--- config.mk ---
export PLATFORM = sky130hd
export DESIGN_NAME = stereo_dac_digital_control
export DESIGN_NICKNAME = d
export VERILOG_FILES = /design/src/hw/dac_ctrl_pkg.sv /design/src/hw/stereo_dac_digital_control.sv
export VERILOG_INCLUDE_DIRS = /design/src /design/src/hw
export SDC_FILE = /design/constraint.sdc
export NUM_CORES = 2
export LEC_CHECK = 0
export BUFFER_PORTS_ARGS = -buffer_cell sky130_fd_sc_hd__buf_2
export CAP_MARGIN = 5
export CORE_ASPECT_RATIO = 0.6
export CORE_MARGIN = 4
export CORE_UTILIZATION = 45
export DETAILED_ROUTE_END_ITERATION = 10
export GPL_ROUTABILITY_DRIVEN = 0
export PLACE_DENSITY = 0.67
export SLEW_MARGIN = 20
export SYNTH_ARGS = -nofsm -noshare
export SYNTH_HDL_FRONTEND = slang
export SYNTH_SLANG_ARGS = --single-unit
--- constraint.sdc ---
create_clock -name mclk -period 11.7 [get_ports mclk]
set_input_delay 0 -clock mclk [delete_from_list [all_inputs] [get_ports mclk]]
set_output_delay 0 -clock mclk [all_outputs]
set_load 0.01 [all_outputs]
--- src/hw/dac_ctrl_params.svh ---
// Constants for the stereo DAC digital control core.
// Assumes inclusion by the core only.
// Operation
// - Output mux routes stereo, left, right or average
// - De-emphasis bit enables de-emphasis filter
// - Zero flag after 1024 or 2048 zeros
// - Tri-level pin picks two-wire, four-wire, pins
// - Pin mode: format pins and de-emphasis pin
// - Pin mode: mute pin low soft-ramps down
// - Flag after mute done; release steps back; in pin mode the code restores full gain at once
// - Pin mode flag: zeros, muted, or off
// - Clocks plus mute high: off to enabled
// - Clocks, mute low: standby; stays without bit clock
// - Standby to enabled on mute high, bit clock
// - Mute low or no bit clock: ramp to standby
// - Master clock stop powers fully off
// - Offset zero reads identity; write resets all
// - Revision register returns three-bit revision only
// - Power field selects state; auto sequencing
// - Format field and word length field decode
// - Frame clock invert, or DSP mode A/B
// - Bit clock invert: edge or output polarity
// - Master select and bit clock divider codes
// - Clock ratio field: auto or fixed ratios
// - Zero-cross enable bit for step changes
// - Clock stop keeps registers; restart resequences
// - Soft ramp rate scales with sample rate
`ifndef DAC_CTRL_PARAMS_SVH
`define DAC_CTRL_PARAMS_SVH
`define ADDR_ID 8'h00
`define ADDR_REV 8'h01
`define ADDR_PWR 8'h02
`define ADDR_FMT 8'h03
`define ADDR_CLK 8'h04
`define ADDR_MUTE 8'h05
`define ADDR_GAINL 8'h06
`define ADDR_GAINR 8'h07
`define ADDR_ZERO 8'h08
`define RST_PWR 16'h0000
`define RST_FMT 16'h1812
`define RST_CLK 16'h0000
`define RST_MUTE 16'h0001
`define RST_GAIN 16'h0190
`define RST_ZERO 16'h0000
`define MASK_PWR 16'h0003
`define MASK_FMT 16'h01FB
`define MASK_CLK 16'h00FF
`define MASK_MUTE 16'h001F
`define MASK_GAIN 16'h01FF
`define MASK_ZERO 16'h0001
`define BIT_COMMIT 9
`define DIV_MAX_CODE 3'h4
`define ZERO_RUN_SHORT 12'h400
`define ZERO_RUN_LONG 12'h800
`define GAIN_FULL 9'h100
`endif

--- src/hw/dac_ctrl_pkg.sv ---
// Types shared by the stereo DAC digital control core.
// Assumes the constants header sits beside it.
package dac_ctrl_pkg;
    // Power sequencer states
    typedef enum logic [1:0] {PWR_OFF, PWR_STANDBY, PWR_MUTED, PWR_PLAY} power_state_t;
    // Control method picked by the tri-level pin
    typedef enum logic [1:0] {CTRL_TWO_WIRE, CTRL_FOUR_WIRE, CTRL_PINS} control_mode_t;
    // Pin inputs, all from outside the clock domain
    typedef struct packed {
        logic mclk_running;
        logic bclk_running;
        logic mute_pin_n;
        logic deemphasis_pin;
        logic format_pin_high;
        logic format_pin_low;
        logic cif_high;
        logic cif_floating;
    } pins_t;
    // One stereo sample with its strobe
    typedef struct packed {
        logic valid;
        logic [23:0] left;
        logic [23:0] right;
    } sample_t;
    // Effective audio interface setup for the serial port
    typedef struct packed {
        logic [1:0] format_field;
        logic [1:0] word_length_field;
        logic frame_clock_invert;
        logic bit_clock_invert;
        logic clock_master_select;
        logic [2:0] bit_clock_divider;
        logic [2:0] clock_ratio_field;
        logic zero_cross_enable;
        logic gain_rise_ramp_enable;
        logic gain_fall_ramp_enable;
    } aif_cfg_t;
endpackage : dac_ctrl_pkg

--- src/hw/stereo_dac_digital_control.sv ---
// Register bank, power sequencer, mixing, de-emphasis, mute and zero detect.
// Assumes the serial receiver and control decoder share mclk.
`timescale 1ns/1ps
`include "dac_ctrl_params.svh"
module stereo_dac_digital_control #(
    parameter logic [15:0] DEVICE_ID = 16'h5A3C, // Arbitrary identity value
    parameter logic [2:0] SILICON_REV = 3'h0 // Arbitrary revision value
) (
    // Clock and reset
    input wire logic mclk,
    input wire logic reset,
    // Register access from the control interface decoder
    input wire logic reg_wr,
    input wire logic reg_rd,
    input wire logic [7:0] reg_addr,
    input wire logic [15:0] reg_wdata,
    output logic [15:0] reg_rdata,
    output logic reg_rvalid,
    // Hardware pins
    input wire dac_ctrl_pkg::pins_t pins,
    // Audio stream
    input wire dac_ctrl_pkg::sample_t in_sample,
    output dac_ctrl_pkg::sample_t out_sample,
    // Status and setup
    output logic zero_flag_out,
    output dac_ctrl_pkg::power_state_t power_state,
    output dac_ctrl_pkg::control_mode_t control_mode,
    output dac_ctrl_pkg::aif_cfg_t aif_cfg,
    output logic [8:0] left_gain_active,
    output logic [8:0] right_gain_active
);
    import dac_ctrl_pkg::*;

    // Register storage
    logic [15:0] pwr_reg;
    logic [15:0] fmt_reg;
    logic [15:0] clk_reg;
    logic [15:0] mute_reg;
    logic [15:0] gainl_reg;
    logic [15:0] gainr_reg;
    logic [15:0] zero_reg;
    // Synchronised pins
    logic [7:0] pin_meta_reg;
    logic [7:0] pin_sync_reg;
    pins_t pin;
    // Sequencer and ramp state
    power_state_t state_reg;
    power_state_t state_next;
    logic [8:0] ramp_reg [2];
    logic [1:0] mute_req;
    logic ramps_done;
    logic hw_mode;
    // Zero run counter
    logic [11:0] zero_cnt_reg;
    logic zero_seen;
    logic [11:0] zero_limit;
    logic both_zero;
    // Mixed samples
    logic [23:0] mix_l;
    logic [23:0] mix_r;
    logic [24:0] mix_sum;
    logic deemphasis_pin_on;

    assign pin = pins_t'(pin_sync_reg);
    assign hw_mode = (control_mode == CTRL_PINS);

    // Two-stage synchroniser per pin
    genvar gp;
    generate
        for (gp = 0; gp < 8; gp++) begin : g_sync
            always_ff @(posedge mclk) begin
                if (reset) begin
                    pin_meta_reg[gp] <= 1'b0;
                    pin_sync_reg[gp] <= 1'b0;
                end else begin
                    pin_meta_reg[gp] <= pins[gp];
                    pin_sync_reg[gp] <= pin_meta_reg[gp];
                end
            end
        end
    endgenerate

    // Control method from the tri-level pin
    always_comb begin
        if (pin.cif_floating) begin
            control_mode = CTRL_PINS;
        end else if (pin.cif_high) begin
            control_mode = CTRL_FOUR_WIRE;
        end else begin
            control_mode = CTRL_TWO_WIRE;
        end
    end

    // Register writes; a write to offset zero restores defaults
    always_ff @(posedge mclk) begin
        if (reset || (reg_wr && reg_addr == `ADDR_ID)) begin
            pwr_reg <= `RST_PWR & `MASK_PWR;
            fmt_reg <= `RST_FMT & `MASK_FMT;
            clk_reg <= `RST_CLK & `MASK_CLK;
            mute_reg <= `RST_MUTE & `MASK_MUTE;
            gainl_reg <= `RST_GAIN & `MASK_GAIN;
            gainr_reg <= `RST_GAIN & `MASK_GAIN;
            zero_reg <= `RST_ZERO & `MASK_ZERO;
        end else if (reg_wr) begin
            // Reserved bits are dropped so they read zero
            case (reg_addr)
                `ADDR_PWR: pwr_reg <= reg_wdata & `MASK_PWR;
                `ADDR_FMT: fmt_reg <= reg_wdata & `MASK_FMT;
                `ADDR_CLK: begin
                    // Reserved divider codes keep the old divider
                    clk_reg[7:6] <= reg_wdata[7:6];
                    clk_reg[2:0] <= reg_wdata[2:0];
                    if (reg_wdata[5:3] <= `DIV_MAX_CODE) begin
                        clk_reg[5:3] <= reg_wdata[5:3];
                    end
                end
                `ADDR_MUTE: mute_reg <= reg_wdata & `MASK_MUTE;
                `ADDR_GAINL: gainl_reg <= reg_wdata & `MASK_GAIN;
                `ADDR_GAINR: gainr_reg <= reg_wdata & `MASK_GAIN;
                `ADDR_ZERO: zero_reg <= reg_wdata & `MASK_ZERO;
                default: ; // Unlisted offsets ignored
            endcase
        end
    end

    // Gain commit: either commit bit updates both channels together
    always_ff @(posedge mclk) begin
        if (reset || (reg_wr && reg_addr == `ADDR_ID)) begin
            left_gain_active <= 9'(`RST_GAIN);
            right_gain_active <= 9'(`RST_GAIN);
        end else if (reg_wr && reg_wdata[`BIT_COMMIT]) begin
            if (reg_addr == `ADDR_GAINL) begin
                left_gain_active <= reg_wdata[8:0];
                right_gain_active <= gainr_reg[8:0];
            end else if (reg_addr == `ADDR_GAINR) begin
                left_gain_active <= gainl_reg[8:0];
                right_gain_active <= reg_wdata[8:0];
            end
        end
    end

    // Register reads, registered with a one-cycle valid
    always_ff @(posedge mclk) begin
        if (reset) begin
            reg_rdata <= 16'h0000;
            reg_rvalid <= 1'b0;
        end else begin
            reg_rvalid <= reg_rd;
            if (reg_rd) begin
                case (reg_addr)
                    `ADDR_ID: reg_rdata <= DEVICE_ID;
                    `ADDR_REV: reg_rdata <= {13'h0000, SILICON_REV};
                    `ADDR_PWR: reg_rdata <= pwr_reg;
                    `ADDR_FMT: reg_rdata <= fmt_reg;
                    `ADDR_CLK: reg_rdata <= clk_reg;
                    `ADDR_MUTE: reg_rdata <= mute_reg;
                    `ADDR_GAINL: reg_rdata <= gainl_reg;
                    `ADDR_GAINR: reg_rdata <= gainr_reg;
                    `ADDR_ZERO: reg_rdata <= zero_reg;
                    default: reg_rdata <= 16'h0000; // Unmapped reads zero
                endcase
            end
        end
    end

    // Effective interface setup; pins override format in pin mode
    always_comb begin
        aif_cfg.format_field = fmt_reg[1:0];
        aif_cfg.word_length_field = fmt_reg[4:3];
        aif_cfg.bit_clock_invert = fmt_reg[5];
        aif_cfg.frame_clock_invert = fmt_reg[6];
        aif_cfg.clock_master_select = fmt_reg[7];
        aif_cfg.bit_clock_divider = clk_reg[5:3];
        aif_cfg.clock_ratio_field = clk_reg[2:0];
        aif_cfg.zero_cross_enable = mute_reg[4];
        aif_cfg.gain_rise_ramp_enable = mute_reg[1];
        aif_cfg.gain_fall_ramp_enable = mute_reg[0];
        deemphasis_pin_on = fmt_reg[8];
        if (hw_mode) begin
            // Pins: 00 LJ24, 01 I2S24, 10 RJ16, 11 RJ24
            case ({pin.format_pin_high, pin.format_pin_low})
                2'b00: aif_cfg.format_field = 2'h1;
                2'b01: aif_cfg.format_field = 2'h2;
                default: aif_cfg.format_field = 2'h0;
            endcase
            aif_cfg.word_length_field = ({pin.format_pin_high, pin.format_pin_low} == 2'b10)
                ? 2'h0 : 2'h2;
            aif_cfg.bit_clock_invert = 1'b0;
            aif_cfg.frame_clock_invert = 1'b0;
            aif_cfg.clock_master_select = 1'b0;
            aif_cfg.clock_ratio_field = 3'h0;
            aif_cfg.zero_cross_enable = 1'b0;
            aif_cfg.gain_rise_ramp_enable = 1'b0;
            aif_cfg.gain_fall_ramp_enable = 1'b1;
            deemphasis_pin_on = pin.deemphasis_pin;
        end
    end

    // Power sequencer next state; clock loss and pin-mode power-up can skip stages
    always_comb begin
        state_next = state_reg;
        if (!pin.mclk_running) begin
            state_next = PWR_OFF;
        end else if (hw_mode) begin
            case (state_reg)
                PWR_OFF: begin
                    if (pin.bclk_running) begin
                        state_next = pin.mute_pin_n ? PWR_MUTED : PWR_STANDBY;
                    end
                end
                PWR_STANDBY: begin
                    if (pin.mute_pin_n && pin.bclk_running) begin
                        state_next = PWR_MUTED;
                    end
                end
                PWR_MUTED: begin
                    if (pin.mute_pin_n && pin.bclk_running) begin
                        state_next = PWR_PLAY;
                    end else if (ramps_done) begin
                        state_next = PWR_STANDBY;
                    end
                end
                PWR_PLAY: begin
                    if (!pin.mute_pin_n || !pin.bclk_running) begin
                        state_next = PWR_MUTED;
                    end
                end
                default: state_next = PWR_OFF;
            endcase
        end else begin
            // Walk toward the power field, muting before stepping down
            case (state_reg)
                PWR_OFF: begin
                    if (pwr_reg[1:0] != 2'h0) begin
                        state_next = PWR_STANDBY;
                    end
                end
                PWR_STANDBY: begin
                    if (pwr_reg[1]) begin
                        state_next = PWR_MUTED;
                    end else if (pwr_reg[1:0] == 2'h0) begin
                        state_next = PWR_OFF;
                    end
                end
                PWR_MUTED: begin
                    if (pwr_reg[1:0] == 2'h3) begin
                        state_next = PWR_PLAY;
                    end else if (!pwr_reg[1] && ramps_done) begin
                        state_next = PWR_STANDBY;
                    end
                end
                PWR_PLAY: begin
                    if (pwr_reg[1:0] != 2'h3) begin
                        state_next = PWR_MUTED;
                    end
                end
                default: state_next = PWR_OFF;
            endcase
        end
    end

    // Power sequencer state register
    always_ff @(posedge mclk) begin
        if (reset) begin
            state_reg <= PWR_OFF;
        end else begin
            state_reg <= state_next;
        end
    end
    assign power_state = state_reg;

    // Mixer: stereo, left to both, right to both, or average
    always_comb begin
        mix_sum = {in_sample.left[23], in_sample.left} + {in_sample.right[23], in_sample.right};
        case (clk_reg[7:6])
            2'b01: begin
                mix_l = in_sample.left;
                mix_r = in_sample.left;
            end
            2'b10: begin
                mix_l = in_sample.right;
                mix_r = in_sample.right;
            end
            2'b11: begin
                mix_l = mix_sum[24:1];
                mix_r = mix_sum[24:1];
            end
            default: begin
                mix_l = in_sample.left;
                mix_r = in_sample.right;
            end
        endcase
    end

    // Per-channel soft mute ramp, de-emphasis and gain stage
    genvar gc;
    generate
        for (gc = 0; gc < 2; gc++) begin : g_chan
            logic [23:0] x_in;
            logic [23:0] x_prev_reg;
            logic [23:0] y_prev_reg;
            logic [25:0] y_wide;
            logic [23:0] y_filt;
            logic [33:0] prod;
            logic ch_mute;
            logic rise_ramp;
            logic fall_ramp;
            assign x_in = (gc == 0) ? mix_l : mix_r;
            // One-pole shelf: y = x - x_prev/4 + y_prev/4
            assign y_wide = {{2{x_in[23]}}, x_in} - {{4{x_prev_reg[23]}}, x_prev_reg[23:2]}
                + {{4{y_prev_reg[23]}}, y_prev_reg[23:2]};
            assign y_filt = deemphasis_pin_on ? y_wide[23:0] : x_in;
            assign prod = $signed(y_filt) * $signed({1'b0, ramp_reg[gc]});
            assign ch_mute = (state_reg != PWR_PLAY)
                || (hw_mode && !pin.mute_pin_n)
                || (!hw_mode && mute_reg[2 + gc]);
            assign mute_req[gc] = ch_mute;
            assign rise_ramp = !hw_mode && mute_reg[1];
            assign fall_ramp = hw_mode || mute_reg[0];
            // Ramp steps once per sample, so its rate follows the sample rate
            always_ff @(posedge mclk) begin
                if (reset) begin
                    ramp_reg[gc] <= 9'h000;
                end else if (ch_mute && ramp_reg[gc] != 9'h000) begin
                    if (!fall_ramp) begin
                        ramp_reg[gc] <= 9'h000;
                    end else if (in_sample.valid) begin
                        ramp_reg[gc] <= ramp_reg[gc] - 9'h001;
                    end
                end else if (!ch_mute && ramp_reg[gc] != `GAIN_FULL) begin
                    if (!rise_ramp) begin
                        ramp_reg[gc] <= `GAIN_FULL;
                    end else if (in_sample.valid) begin
                        ramp_reg[gc] <= ramp_reg[gc] + 9'h001;
                    end
                end
            end
            // Filter history per channel
            always_ff @(posedge mclk) begin
                if (reset) begin
                    x_prev_reg <= 24'h000000;
                    y_prev_reg <= 24'h000000;
                end else if (in_sample.valid) begin
                    x_prev_reg <= x_in;
                    y_prev_reg <= y_wide[23:0];
                end
            end
        end
    endgenerate

    assign ramps_done = (ramp_reg[0] == 9'h000) && (ramp_reg[1] == 9'h000);

    // Output sample and strobe, one cycle after the input strobe
    always_ff @(posedge mclk) begin
        if (reset) begin
            out_sample <= '0;
        end else begin
            out_sample.valid <= in_sample.valid;
            if (in_sample.valid) begin
                // Both channels loaded together from the gain stage
                out_sample.left <= g_chan[0].prod[31:8];
                out_sample.right <= g_chan[1].prod[31:8];
            end
        end
    end

    // Zero run counter, counts only all-zero stereo samples
    assign both_zero = (in_sample.left == 24'h000000) && (in_sample.right == 24'h000000);
    assign zero_limit = (!hw_mode && zero_reg[0]) ? `ZERO_RUN_LONG : `ZERO_RUN_SHORT;
    assign zero_seen = (zero_cnt_reg >= zero_limit);
    always_ff @(posedge mclk) begin
        if (reset) begin
            zero_cnt_reg <= 12'h000;
        end else if (in_sample.valid) begin
            if (!both_zero) begin
                zero_cnt_reg <= 12'h000;
            end else if (!zero_seen) begin
                zero_cnt_reg <= zero_cnt_reg + 12'h001;
            end
        end
    end

    // Zero flag: run seen, or in pin mode muted-and-ramped or off
    always_ff @(posedge mclk) begin
        if (reset) begin
            zero_flag_out <= 1'b1;
        end else if (hw_mode) begin
            zero_flag_out <= zero_seen
                || (!pin.mute_pin_n && ramps_done)
                || (state_reg == PWR_OFF);
        end else begin
            zero_flag_out <= zero_seen;
        end
    end

endmodule : stereo_dac_digital_control

======== Word level (Yosys, flattened, before mapping) ========
Memory sizes are Yosys's and may differ from the RTL's.
Cells that the tools add are included.
word-level totals
  bits in registers ....................... 253
  bits in latches ......................... 0
  memory bits (writable) .................. 18
  bits in read-only memories .............. 0
  input port bits ......................... 85
  output and inout bits ................... 105
  memories ................................ 1
memories
  name      words  width  rd ports  clocked after memory_dff  wr ports  line                              text
  ramp_reg  2      9      2         0                         2         stereo_dac_digital_control.sv:49  logic [8:0] ramp_reg [2];
cells by class
  add/subtract/negate cells ............... 10
  multiply operators ...................... 2
  divide/modulo/power cells ............... 0
  magnitude comparators ................... 2
  equal/unequal tests ..................... 30
  shift-type cells ........................ 0
  muxes and demuxes ....................... 78
  bitwise logic cells ..................... 9
  reductions and logical operators ........ 54
operators by type and width
  kind                   count
  $pmux W15 S8           1
  $mux W9                12
  $pmux W24 S2           2
  $mul A24 B10 Y32       2
  $add A24 B22 Y24       2
  $logic_not A24 Y1      2
  $mux W24               2
  $sub A24 B22 Y24       2
  $mux W1                38
  $mux W12               3
  $eq A8 B3 Y1 const B   4
  $mux W2                15
  $add A24 B24 Y25       1
  $add A9 B1 Y9 const B  2
  $logic_not A9 Y1       2
  $ne A9 B9 Y1 const B   2
  $reduce_and A2 Y1      9
  $reduce_bool A9 Y1     2
  $sub A9 B1 Y9 const B  2
  $eq A8 B2 Y1 const B   2
  $logic_and A1 B1 Y1    16
  $pmux W2 S4            2
  $ne A3 B3 Y1 const B   5
  $eq A2 B2 Y1 const B   7
  20 further kinds       48

======== Logic depth before layout (Yosys ltp) ========
  word-level depth ........................ 14
  depth in mapped cells ................... 43

======== Least setup slack after synthesis ========
OpenSTA, ideal clock, no wires.
  path kind ............................... input port to flip-flop
  start point ............................. input in_sample[1] (netlist name)
  end point ............................... register out_sample[23] (netlist name)
  setup time .............................. 0.079 ns
  arrival ................................. 9.159 ns
  data required time ...................... 11.621 ns
  path slack .............................. 2.462 ns
  stages on the path ...................... 38
  cells stage by stage .................... ha_1 a31o_1 a21oi_1 or3_1 nand3_1 a21oi_1 o41ai_2 xor2_1 a211oi_1 nor2_1 fa_1 ha_1 o21ai_0 a21oi_1 o2111a_1 o21a_1 o22ai_1 o31a_1 [... 2 more ...] nand2_1 fa_1 xor2_1 ha_1 fa_1 fa_1 inv_1 fa_1 inv_1 ha_1 and4_1 and4_1 o2111ai_1 nand3b_1 o31a_1 a31oi_1 xnor3_1 a211oi_2
between the ends
  word-level cells in the longest chain between the ends .. 6
ends and longest elaborated chain
  item                          line                               text
  start, declared               stereo_dac_digital_control.sv:22   input wire dac_ctrl_pkg::sample_t in_sample,
  $add A24 B24 Y25 (*)          stereo_dac_digital_control.sv:274  mix_sum = {in_sample.left[23], in_sample.left} + {in_sample.right[23], in_sample.right};
  $pmux W24 S2 (*)              stereo_dac_digital_control.sv:275  case (clk_reg[7:6])
  named net g_chan[1].x_in[18]  stereo_dac_digital_control.sv:299  logic [23:0] x_in;
  $sub A24 B22 Y24              stereo_dac_digital_control.sv:310  assign y_wide = {{2{x_in[23]}}, x_in} - {{4{x_prev_reg[23]}}, x_prev_reg[23:2]}
  $add A24 B22 Y24              stereo_dac_digital_control.sv:311  + {{4{y_prev_reg[23]}}, y_prev_reg[23:2]};
  $mux W24 (*)                  stereo_dac_digital_control.sv:312  assign y_filt = deemphasis_pin_on ? y_wide[23:0] : x_in;
  $mul A24 B10 Y32 (*)          stereo_dac_digital_control.sv:313  assign prod = $signed(y_filt) * $signed({1'b0, ramp_reg[gc]});
  end, declared                 stereo_dac_digital_control.sv:23   output dac_ctrl_pkg::sample_t out_sample,
Mark *: on every way through the listed nets, which the timed path passes. The rest lies on a longest branch.
A chain may end at the register's enable or synchronous reset.

======== Final worst setup path ========
  start point ............................. input in_sample[2] (netlist name)
  end point ............................... register out_sample[23] (netlist name)
Same word-level chain as after synthesis.

==> impl_metrics.csv <==
group,metric,value,unit
clock_tree,htree_levels,1,
worst_hold_path,min_path_type,"in -> reg",
synth,synth_edf_count,18,
place,dp_hpwl,68900,um
power,p_int,5.25,mW
final_layout,largest_reg_flops,49,
setup_path,rr_worst_depth,34,
setup_path,crit_type,"in -> reg",
timing,fin_ws,0.844,ns
power,p_leak,16.4,nW
detailed_routing,first_iter_violations,2256,
detailed_routing,vias_per_cell,5.50,
setup_path,critPathMaxFanout,8,
clock_tree,clock_latency,0.64,ns
setup_path,cp-start-kind,"input pin",
final_layout,drive_gt1_share,9.20,%
global_routing,gr-total-overflow,0,
synth,synth_warnings,0,
setup_path,r2r-start,"clk_reg[7]",
setup_path,cp.required,12.26,ns
clock_tree,cts.sinks,257,
place,place_area,33000,um2
floorplan,core_region_area,68400,um2
setup_path,slowest_delay,0.71,ns
clock_tree,cts_inserted_buffers,31,
power,power_frac_comb,79.7,%
floorplan,dieArea,73900,um2
timing,hold_slack,0.0455,ns
final_layout,final_common_cell,"inv_1",
timing,fin_skew,0.0245,ns
detailed_routing,wl_met2,34600,um
clock_tree,cts_tree,"done",
job,maxCapViolations,0,
timing,tns,0,ns
setup_path,r2r_end,"out_sample[47]",
floorplan,initial_core_util,45.7,%
synth,ys_types,102,
synth,async_flop_share,0,%
worst_hold_path,hold_start,"in_sample[37]",
setup_path,r2r_setup_slack,1.13,ns
timing,relSlewSlack,26.7,%
detailed_routing,routedWlPerCell,18.8,um
detailed_routing,firstDrtPassIters,6,
detailed_routing,drc,0,
floorplan,io_pins,190,
floorplan,die_h,212,um
timing,hold_violations,0,
clock_tree,ctsRootBufferMaster,"clkbuf_16",
power,p_seq_share,10.9,%
detailed_routing,drt-met1-wl,43700,um
global_routing,antenna_found_initial,3,
synth,synth_area,31300,um2
outcome,outcome,"complete, no violations",
setup_path,worst_path_most_repeated_cell,"fa_1",
floorplan,die_width,348,um
final_layout,syn_to_final_growth,11.3,%
global_routing,grtUsageTotal,24.5,%
power,p_sw,5.49,mW
final_layout,final_cell_mix,"465 x inv_1, 388 x nand2_1, 383 x fa_1, 293 x nor2_1, 237 x dfxtp_1",
global_routing,grt_max_degree,73,
place,port_buffers,180,
worst_hold_path,holdPathStages,6,
timing,worst_pin_slew,1.09,ns
timing,setup_viol,0,
timing,final-max-slew-violation-count,0,
timing,rsz0062_at_grt,"false",
global_routing,grt_pass1_wl,145000,um
clock_tree,clockBufferDepth,3,
synth,postSynthAreaPerCell,8.55,um2
place,dp_slack,0.849,ns
final_layout,n_antenna_cell,0,
detailed_routing,ant_nets,0,
synth,ys_seq_area_share,17.0,%
timing,timing.final.crit_period,10.86,ns
timing,post-route-period-util,92.8,%
synth,synth_top_flop_cell,"dfxtp_1",
setup_path,crit_slowest_cell,"a211oi_1",
final_layout,fin_nets,4510,
detailed_routing,wl_met3,9410,um
detailed_routing,routed-via-count,26190,
final_layout,fillCellCount,6419,
global_routing,grt_pass1_vias,25574,
power,power_density,309,nW/um2
worst_hold_path,holdPathEnd,"zero_cnt_reg[1]",
power,p_sw_share,51.1,%
floorplan,core.rowCount,74,
power,p_clk_share,9.4,%
setup_path,worstPathArrival,11.41,ns
clock_tree,clk_pin_slew,0.06,ns
timing,fmax,92.1,MHz
setup_path,end_kind,"flip-flop",
power,peakVddDrop,0.235,mV
synth,postSynthCellCount,3659,
detailed_routing,topRoutingLayerUsed,"met5",
synth,synth_seq_cells,257,
final_layout,finalInstanceArea,34800,um2
detailed_routing,finalWirelength,89600,um
## per-stage QoR
| stage | util (%) | cells | total power, mW |
|---|---|---|---|
| 5_1_grt | 50.9 | 4761 | 12.1 |
| 4_1_cts | 50.8 | 4761 | 10.8 |
| 2_1_floorplan | - | 3661 | 7.56 |
| 3_3_place_gp | 48.3 | 4633 | 9.60 |
| 6_report | 50.9 | 4761 | 10.7 |
| 3_5_place_dp | 48.3 | 4633 | 9.69 |
## final cells by class
cell class              count  area [um2]  share of cell area, %
multi-input cells        2755       23500                   67.4
flip-flops and latches    257        5330                   15.3
repair buffers            311        2070                   5.96
inverters                 469        1760                   5.06
well taps                 912        1140                   3.28
clock buffers              43         871                   2.50
clock inverters            14         156                  0.449
## power by group through the flow
| stage | logic (mW) | registers (mW) | clock network (mW) |
|---|---|---|---|
| floorplan | 6.38 | 1.18 | 0 |
| global placement | 8.42 | 1.18 | 0 |
| detailed placement | 8.51 | 1.19 | 0 |
| CTS | 8.62 | 1.17 | 1.03 |
| global route | 9.82 | 1.19 | 1.06 |
| finish | 8.56 | 1.17 | 1.01 |
## worst max-delay path by stage
| stage | startpoint | endpoint | slack [ns] | cells past startpoint |
|---|---|---|---|---|
| after floorplan | in_sample[1] | out_sample[23] | 2.46 | 38 |
| after global placement | in_sample[1] | out_sample[23] | 0.92 | 39 |
| after detailed placement | in_sample[2] | out_sample[47] | 0.85 | 40 |
| after CTS | in_sample[2] | out_sample[47] | 0.86 | 41 |
| after global routing | in_sample[2] | out_sample[47] | 0.03 | 41 |
| final | in_sample[2] | out_sample[23] | 0.84 | 39 |
## cells in the mapped netlist, drive strengths merged, types with 16 or more instances
cell	number	share of area, %
clkbuf	139	1.7
a21o	68	1.6
nand2b	50	1.0
edfxtp	18	1.7
nor2	293	3.5
o21a	31	0.74
nor4	33	0.72
nand3	66	1.1
a311oi	19	0.53
and4	16	0.45
a211oi	45	1.1
fa	383	25
o21ai	73	1.2
dfxtp	239	15
inv	467	5.6
and2	151	3.0
or3	19	0.38
and3	26	0.52
o22ai	22	0.44
a31oi	19	0.48
xnor2	83	2.3
nand2	388	4.7
nor3	35	0.56
buf	40	0.69
nor2b	109	2.2
nand4	18	0.36
a21oi	199	3.2
xor2	54	1.5
o21bai	20	0.48
mux2i	122	3.9
ha	217	8.7
## what timing repair did
action / 4_1_cts / 5_1_grt
setup buffers: 0 / 0
hold endpoints to repair: 149 / 0
gates resized for setup: 0 / 1
setup endpoints to repair: 0 / 3
hold buffers: 71 / 0
## logic make-up after synthesis
| logic type | Yosys count | share of synthesized area (%) |
|---|---|---|
| other cells | 1 | 0.0120 |
| mux | 134 | 4.41 |
| fa+ha+maj | 600 | 33.2 |
| compound gates | 633 | 13.9 |
| flops | 257 | 17.0 |
| simple gates | 1247 | 19.5 |
| buf+inv | 649 | 8.04 |
| xor+xnor | 138 | 3.91 |
## worst max-delay path: cells and delay by family
kind	cells	cell delay (ns)
xor+xnor	3	0.64
buf+inv	4	0.80
fa+ha+maj	9	3.83
simple gates	8	2.13
compound gates	15	4.02
## routing by layer
metal  up-vias  GRT usage [%]
met1     12652           38.5
met4         2           5.00
li1      12453              -
met2       975           33.4
met5         -              0
met3       108           6.55
Note: power is estimated with default switching activity, not from simulation.
